### src/logic/fbcfe_defines.svh
// Constants for the flash bus command front end host controller
`ifndef FBCFE_DEFINES_SVH
`define FBCFE_DEFINES_SVH

`define FBCFE_CLK_NS 40
`define FBCFE_RESET_LOW_NS 100
`define FBCFE_RESET_LOW_CYC ((`FBCFE_RESET_LOW_NS + `FBCFE_CLK_NS - 1) / `FBCFE_CLK_NS)
`define FBCFE_WAKE_NS 600
`define FBCFE_WAKE_CYC ((`FBCFE_WAKE_NS + `FBCFE_CLK_NS - 1) / `FBCFE_CLK_NS)
`define FBCFE_SETUP_CYC 2
`define FBCFE_PULSE_CYC 3
`define FBCFE_HOLD_CYC 2

`endif

### src/logic/fbcfe_pkg.sv
// Types for the flash bus command front end host controller
`default_nettype none
package fbcfe_pkg;
  typedef enum logic [1:0] {
    FBCFE_OP_READ,
    FBCFE_OP_WRITE,
    FBCFE_OP_RESET
  } fbcfe_op_type;

  typedef struct packed {
    fbcfe_op_type op;
    logic [19:0] addr;
    logic [7:0] data;
  } fbcfe_req_type;

  typedef struct packed {
    logic chip_select_n;
    logic output_enable_n;
    logic write_strobe_n;
    logic reset_powerdown_n;
  } fbcfe_ctl_type;
endpackage
`default_nettype wire

### src/logic/fbcfe_host.sv
// Host-side bus sequencer that drives the parallel flash pins
`include "fbcfe_defines.svh"
`default_nettype none
module fbcfe_host
  import fbcfe_pkg::*;
(
  input wire logic ref_clk,
  input wire logic sys_rst,
  input wire logic req_valid,
  input wire fbcfe_req_type req,
  output logic req_ready,
  output logic rsp_valid,
  output logic [7:0] rsp_data,
  output logic [19:0] address_lines,
  output logic [7:0] data_lines_out,
  output logic data_lines_oe,
  input wire logic [7:0] data_lines_in,
  output fbcfe_ctl_type ctl
);
  typedef enum logic [2:0] {S_IDLE, S_SETUP, S_PULSE, S_HOLD, S_RST_LOW, S_WAKE} fbcfe_st_type;

  localparam int CW = 5;
  localparam logic [CW-1:0] SETUP_C = CW'(`FBCFE_SETUP_CYC);
  localparam logic [CW-1:0] PULSE_C = CW'(`FBCFE_PULSE_CYC);
  localparam logic [CW-1:0] HOLD_C = CW'(`FBCFE_HOLD_CYC);
  localparam logic [CW-1:0] RSTL_C = CW'(`FBCFE_RESET_LOW_CYC);
  localparam logic [CW-1:0] WAKE_C = CW'(`FBCFE_WAKE_CYC);

  // ==========================================
  // Input synchroniser for data pins, two flops per bit
  logic [7:0] din_s1_q, din_s2_q;
  for (genvar b = 0; b < 8; b++) begin : g_sync
    always_ff @(posedge ref_clk or posedge sys_rst) begin
      if (sys_rst) begin
        din_s1_q[b] <= 1'b0;
        din_s2_q[b] <= 1'b0;
      end else begin
        din_s1_q[b] <= data_lines_in[b];
        din_s2_q[b] <= din_s1_q[b];
      end
    end
  end

  // ==========================================
  // Sequencer
  fbcfe_st_type st_q, st_d;
  logic [CW-1:0] cnt_q, cnt_d;
  fbcfe_op_type op_q;
  logic [19:0] addr_q;
  logic [7:0] wdata_q;

  wire cnt_done = (cnt_q == '0);
  wire take = (st_q == S_IDLE) && req_valid;
  wire is_rd = (op_q == FBCFE_OP_READ);
  wire is_wr = (op_q == FBCFE_OP_WRITE);

  always_comb begin
    st_d = st_q;
    cnt_d = cnt_done ? cnt_q : cnt_q - CW'(1);
    case (st_q)
      S_IDLE: begin
        if (req_valid) begin
          if (req.op == FBCFE_OP_RESET) begin
            st_d = S_RST_LOW;
            cnt_d = RSTL_C;
          end else begin
            st_d = S_SETUP;
            cnt_d = SETUP_C;
          end
        end
      end
      S_SETUP: begin
        if (cnt_done) begin
          st_d = S_PULSE;
          cnt_d = PULSE_C;
        end
      end
      S_PULSE: begin
        if (cnt_done) begin
          st_d = S_HOLD;
          cnt_d = HOLD_C;
        end
      end
      S_HOLD: begin
        if (cnt_done) begin
          st_d = S_IDLE;
        end
      end
      S_RST_LOW: begin
        if (cnt_done) begin
          st_d = S_WAKE;
          cnt_d = WAKE_C;
        end
      end
      S_WAKE: begin
        if (cnt_done) begin
          st_d = S_IDLE;
        end
      end
      default: begin
        st_d = S_IDLE;
      end
    endcase
  end

  // Pin levels for the next cycle
  wire sel_d = (st_d == S_SETUP) || (st_d == S_PULSE) || (st_d == S_HOLD);
  wire oe_d = is_rd && ((st_d == S_PULSE) || (st_d == S_HOLD)) && (st_q != S_IDLE);
  // strobe low only in pulse, rises before select
  wire we_d = is_wr && (st_d == S_PULSE) && (st_q != S_IDLE);
  // reset held low for the counted time
  wire rp_d = (st_d != S_RST_LOW);
  wire drive_d = is_wr && sel_d && (st_q != S_IDLE);
  wire sample = is_rd && (st_q == S_HOLD) && cnt_done;

  // ==========================================
  // State and counter
  // Leaving reset starts in the wake wait so the first command comes late enough
  always_ff @(posedge ref_clk or posedge sys_rst) begin
    if (sys_rst) begin
      st_q <= S_WAKE;
      cnt_q <= WAKE_C;
    end else begin
      st_q <= st_d;
      cnt_q <= cnt_d;
    end
  end

  // ==========================================
  // Request latch
  // one byte per request; a two-write command is two requests
  always_ff @(posedge ref_clk or posedge sys_rst) begin
    if (sys_rst) begin
      op_q <= FBCFE_OP_READ;
      addr_q <= 20'h0_0000;
      wdata_q <= 8'h00;
    end else if (take) begin
      op_q <= req.op;
      addr_q <= req.addr;
      wdata_q <= req.data;
    end
  end

  // ==========================================
  // Control pins
  always_ff @(posedge ref_clk or posedge sys_rst) begin
    if (sys_rst) begin
      ctl <= '{chip_select_n: 1'b1, output_enable_n: 1'b1, write_strobe_n: 1'b1,
               reset_powerdown_n: 1'b0};
    end else begin
      ctl.chip_select_n <= ~sel_d;
      // output enable high except in the pulse and hold of a read
      ctl.output_enable_n <= ~oe_d;
      ctl.write_strobe_n <= ~we_d;
      ctl.reset_powerdown_n <= rp_d;
    end
  end

  // ==========================================
  // Address and data pins
  always_ff @(posedge ref_clk or posedge sys_rst) begin
    if (sys_rst) begin
      address_lines <= 20'h0_0000;
    end else begin
      address_lines <= take ? req.addr : addr_q;
    end
  end

  always_ff @(posedge ref_clk or posedge sys_rst) begin
    if (sys_rst) begin
      data_lines_out <= 8'h00;
    end else begin
      data_lines_out <= take ? req.data : wdata_q;
    end
  end

  // Host drives the data lines only inside a write cycle
  always_ff @(posedge ref_clk or posedge sys_rst) begin
    if (sys_rst) begin
      data_lines_oe <= 1'b0;
    end else begin
      data_lines_oe <= drive_d;
    end
  end

  // ==========================================
  // Request and response handshake
  // no new request until wake interval over
  always_ff @(posedge ref_clk or posedge sys_rst) begin
    if (sys_rst) begin
      req_ready <= 1'b0;
    end else begin
      req_ready <= (st_d == S_IDLE);
    end
  end

  always_ff @(posedge ref_clk or posedge sys_rst) begin
    if (sys_rst) begin
      rsp_valid <= 1'b0;
    end else begin
      rsp_valid <= sample;
    end
  end

  // Read byte holds until the next read completes
  always_ff @(posedge ref_clk or posedge sys_rst) begin
    if (sys_rst) begin
      rsp_data <= 8'h00;
    end else if (sample) begin
      rsp_data <= din_s2_q;
    end
  end
endmodule
`default_nettype wire

### config.mk
export PLATFORM = sky130hd
export DESIGN_NAME = fbcfe_host
export DESIGN_NICKNAME = d
export VERILOG_FILES = /design/src/logic/fbcfe_pkg.sv /design/src/logic/fbcfe_host.sv
export VERILOG_INCLUDE_DIRS = /design/src /design/src/logic
export SDC_FILE = /design/constraint.sdc
export NUM_CORES = 1
export LEC_CHECK = 0
export BUFFER_PORTS_ARGS = -buffer_cell sky130_fd_sc_hd__buf_2
export CAP_MARGIN = 25
export CORE_AREA = 2 2 77 79
export CTS_CLUSTER_DIAMETER = 80
export DETAILED_ROUTE_END_ITERATION = 10
export DIE_AREA = 0 0 79 81
export GPL_TIMING_DRIVEN = 1
export PLACE_DENSITY = 0.83
export SYNTH_ARGS = -nofsm -noshare
export SYNTH_HDL_FRONTEND = slang
export SYNTH_SLANG_ARGS = --single-unit
export TNS_END_PERCENT = 5
### constraint.sdc
create_clock -name ref_clk -period 2.25 [get_ports ref_clk]
set_clock_uncertainty 0.15 [all_clocks]
set_input_delay 0.225 -clock ref_clk [delete_from_list [all_inputs] [get_ports ref_clk]]
set_output_delay 0.225 -clock ref_clk [all_outputs]
set_load 0.01 [all_outputs]
## After elaboration in Yosys (flattened, before gate mapping)

Index checks and enable logic that the tools add are counted.

| word-level totals | value |
|---|---|
| output and inout port bits | 43 |
| register bits after elaboration | 69 |
| bits of input ports | 41 |
| logic and storage cells | 77 |

| cells by class | value |
|---|---|
| equal/unequal tests | 11 |
| mux-type cells | 15 |
| add/subtract/negate cells | 1 |
| reduce and logical (&&, ||, !) cells | 18 |
| bitwise operators | 3 |

Operators by type and width:

| cell | number |
|---|---|
| $mux W5 | 5 |
| $pmux W5 S4 | 1 |
| $mux W3 | 6 |
| $pmux W3 S5 | 1 |
| $eq A3 B2 Y1 const B | 4 |
| $logic_and A1 B1 Y1 | 9 |
| $mux W8 | 1 |
| $eq A3 B1 Y1 const B | 2 |
| $eq A3 B3 Y1 const B | 2 |
| $logic_not A3 Y1 | 2 |
| $logic_not A5 Y1 | 1 |
| $sub A5 B1 Y5 const B | 1 |
| $logic_or A1 B1 Y1 | 3 |
| $ne A3 B3 Y1 const B | 1 |
| $not A1 Y1 | 3 |
| $reduce_bool A3 Y1 | 1 |
| $eq A2 B1 Y1 const B | 1 |
| $eq A2 B2 Y1 const B | 1 |
| $logic_not A2 Y1 | 1 |
| $reduce_or A2 Y1 | 1 |
| $mux W1 | 1 |

## Depth between registers and ports, before layout

| depth | value |
|---|---|
| depth in word-level cells | 9 |
| gate-level depth with buffers | 7 |
| mapped depth without buffers | 7 |

## Least setup slack after synthesis

No wires, ideal clock.

| path | value |
|---|---|
| path kind | register to register |
| from | register cnt_q[0] |
| to | register rsp_data[0] |
| period minus slack after synthesis | 2,005 ps |
| arrival time | 1,730 ps |
| buffers on the path | 1 |
| setup slack | 245 ps |
| setup time | 125 ps |
| data required time | 1,975 ps |
| cell stages (with the launch flop) | 7 |
| cells stage by stage | dfstp_2 > inv_1 > ha_1 > nor4b_4 > and4_1 > buf_4 > mux2_2 |

| on the way | value |
|---|---|
| longest elaborated chain between the ends | 2 |

Ends and longest elaborated chain:

| element | RTL line | source |
|---|---|---|
| start, declared | fbcfe_host.sv:47 | `logic [CW-1:0] cnt_q, cnt_d;` |
| start signal, assigned | fbcfe_host.sv:125 | `cnt_q <= cnt_d;` |
| $logic_not A5 Y1 | fbcfe_host.sv:52 | `wire cnt_done = (cnt_q == '0);` |
| $logic_and A1 B1 Y1 | fbcfe_host.sv:114 | `wire sample = is_rd && (st_q == S_HOLD) && cnt_done;` |
| named net sample | fbcfe_host.sv:114 |  |
| end signal, assigned | fbcfe_host.sv:210 | `rsp_data <= din_s2_q;` |
| end, declared | fbcfe_host.sv:13 | `output logic [7:0] rsp_data,` |

The timed path passes the listed nets, and every way through them passes these cells.
A chain may end at the register's enable or synchronous reset.

## Worst setup path after layout

| path | value |
|---|---|
| from | register cnt_q[0] |
| to | register rsp_data[4] |

| on the way | value |
|---|---|
| longest elaborated chain between the ends | 2 |

Ends and longest elaborated chain:

| element | RTL line |
|---|---|
| $logic_not A5 Y1 | fbcfe_host.sv:52 |
| $logic_and A1 B1 Y1 | fbcfe_host.sv:114 |

No other way between the ends.

==> summary.md <==
| Metric | Value |
|---|---|
| Final Instance Area | ~3900 um2 |
| Fin worst setup slack | roughly 0.23 ns |
| IO buf count | 83 |
| Critical Setup Path Class | register to register |
| DRC viols | 0 |
| Vias in the first global route | 2056 |
| CP startpoint kind | register |
| Root Driver | clkbuf_8 |
| WP data required | 2.31 ns |
| Seq/Total Area, Yosys | 0.652 |
| P_leak | 1.87 nW |
| Die W | 79 um |
| Max-cap check violation count | 0 |
| Fin crit share | 0.900 |
| Hold Vio Cnt, Final | 0 |
| Initial Utilization | 0.470 |
| Max_slew headroom | 0.604 |
| DR WL/cell | 14.7 um |
| Aggregate routed wire length | 5830 um |
| Top-area cell type share of the netlist area | 0.563 |
| DRT iter0 DRCs | 134 |
| DIE AREA | 6400 um2 |
| # fillers | 420 |
| Post-Syn Instances | 181 |
| Global-route total usage across every layer | 0.200 |
| RSZ-0062 raised after global routing | no |
| Grt ovf | 0 |
| Gpl congestion | 0.899 |
| FF+latch count, synth | 69 |
| Ports | 84 |
| CTS Buf Count | 9 |
| Arrival time worst endpoint | 2.09 ns |
| Fmax | a little under 500 MHz |
| Largest cells by area after synthesis | dfrtp_1 56%, mux2_2 16%, dfstp_2 8.9%, ha_1 1.9%, nor4b_4 1.8% |
| Antenna Cells | 0 |
| DR vias/cell | 4.92 |
| Pwr per Cell Area | between 1000 and 1500 nW/um2 |
| Pre-antenna DRT Iters | 4 |
| CTS sink count | 69 |
| Cell area after placement | 3210 um2 |
| Synthesis-to-layout area growth | 45.2% |
| Outcome | finished clean |
| Clock transition at path regs | 0.07 ns |
| First-pass GRT wire length | 9680 um |
| Total core area | ~5700 um2 |
| # H-tree levels | 3 |
| Maximum vdd drop | 0.755 mV |
| Layout cells sized above 1 | 0.505 |
| Via count | approximately 2.0k |
| Syn avg cell area | 14.7 um2 |
| Register area | between 1500 and 2000 um2 |
| Leading area contributor after synthesis | dfrtp_1 |
| FP Rows | 28 |
| Post-DP HPWL | 3670 um |
| Endpoints failing setup | 0 |
| Worst R2R Start | cnt_q[0] |
| TritonCTS clock tree | yes |
| Crit. End Element | register |
| Nets | between 300 and 400 |
| Syn nets | 226 |
| Synthesized area | 2670 um2 |
| Final ANT Viol Nets | 0 |
| Multi-input combinational cell area | 865 um2 |
| Dpl ws | 0.0364 ns |
| Post-CTS sizing | 0 |
| Slew @ Worst Pin | 0.593 ns |
| Worst Setup SP | cnt_q[0] |
| Die Y | 81 um |
| Initial antenna violation count | 0 |
| Final Slew Violations | 0 |
| Largest net degree at the start of global routing | 31 |
| Final Util | 0.682 |
| Count of different cell masters after synthesis | 37 |
| Clk Latency, worst-skew pair | 0.33 ns |
| Critical path fanouts, max | 9 |
| Setup_tns | 0 ns |
| Yosys warns | 0 |
| Longest Clk Path Bufs | 2 |
| Worst min path class | input port to register |
| Hold_sp | req_valid |
| Crit path time final | 2.02 ns |
==> power breakdown <==
group / switching (mW) / internal (mW)
combinational: 0.731 / 0.821
clock: 0.439 / 0.721
sequential: 0.298 / 1.70
total: 1.47 / 3.25
==> final timing paths <==
kind	to	slack [ns]	depth (start not counted)
setup / recovery	rsp_data[4]	0.23	7
hold / removal	cnt_q[3]	0.10	3
setup reg to reg	rsp_data[4]	0.23	7
hold reg to reg	din_s2_q[7]	0.19	0
max in group asynchronous	ctl[3]	0.96	4
min in group asynchronous	address_lines[5]	0.36	3
==> synth_stat cells, drive strengths merged <==
cell and count:
and2 1, xor2 1, or3 1, a211o 1, dfrtp 60, a31oi 1
a21oi 2, ha 4, a2111oi 2, maj3 1, nand3 3, o2111ai 1
o21ai 5, and3 1, nand2b 1, a21bo 2, nor3 6, xnor2 3
nor4 1, a221o 1, nand2 4, nor4b 2, clkbuf 4, nor3b 2
a22oi 2, dfstp 9, inv 6, nand3b 1, mux2 38, a211oi 1
nor2 7, buf 4, a21o 2, and4 1
==> state kept, by name (all words and copies together) (netlist names) <==
name and flops:
address_lines 20, cnt_q 5, ctl 4, data_lines_oe 1
data_lines_out 8, din_s1_q 8, din_s2_q 8, op_q 2
req_ready 1, rsp_data 8, rsp_valid 1, st_q 3
==> routing by layer <==
metal | vias to the layer above | track usage | routed length (um)
met2 | 67 | 0.331 | 3070
met1 | 963 | 0.244 | 2350
met5 | - | 0 | 0
li1 | 907 | - | -
met4 | 0 | 0.0741 | 107
met3 | 13 | 0.0689 | 310
==> worst max-delay path, cell delays in order, from the launching register on <==
cell and delay (ns):
dfstp_2 0.55, inv_1 0.07, ha_1 0.20, nor4b_4 0.12
buf_4 0.16, and4_1 0.20, buf_4 0.17, mux2_2 0.28
==> placed cells by master (no fill, tap or decap), types with 2 or more instances in the layout <==
| master | Yosys | final |
|---|---|---|
| dfstp_2 | 9 | 9 |
| dlygate4sd3_1 | 0 | 39 |
| nand3_1 | 3 | 3 |
| a21o_1 | 2 | 2 |
| dfrtp_1 | 60 | 60 |
| buf_2 | 3 | 83 |
| nor3_1 | 6 | 6 |
| nor4b_4 | 2 | 2 |
| buf_4 | 1 | 8 |
| buf_12 | 0 | 2 |
| nor3b_1 | 2 | 2 |
| xnor2_1 | 3 | 3 |
| mux2_2 | 38 | 38 |
| nand2_1 | 4 | 4 |
| a21oi_1 | 2 | 2 |
| a22oi_1 | 2 | 2 |
| clkbuf_8 | 0 | 12 |
| bufinv_16 | 0 | 2 |
| inv_1 | 5 | 4 |
| nor2_1 | 7 | 7 |
| a21bo_2 | 2 | 2 |
| o21ai_0 | 5 | 5 |
| ha_1 | 4 | 4 |
==> cell type report <==
type	count	share of cell area
timing repair buffer	132	0.234
tap	75	0.0242
clock buffer	12	0.0427
sequential	69	0.449
clock inverter	4	0.0200
inverter	6	0.00647
multi-input combinational	98	0.223
==> logic make-up after synthesis <==
family | share of synthesized area
xor+xnor | 0.0131
mux | 0.161
simple gates | 0.0737
flops | 0.652
fa+ha+maj | 0.0225
buf+inv | 0.0235
compound gates | 0.0545
==> stage by stage <==
stage               hold WS, ns  instances  power, mW
floorplan                 0.106        181       2.91
global placement          0.172        338       3.39
detailed placement        0.174        338       3.47
CTS                      0.0794        393       4.72
global route              0.101        396       5.02
finish                    0.100        396       4.72
==> timing repair <==
action | in CTS | in global routing
hold buffers | 39 | 0
setup endpoints to repair | 0 | 10
hold endpoints to repair | 57 | 0
buffers inserted | 0 | 3
Power figures use the tool's default switching activity.
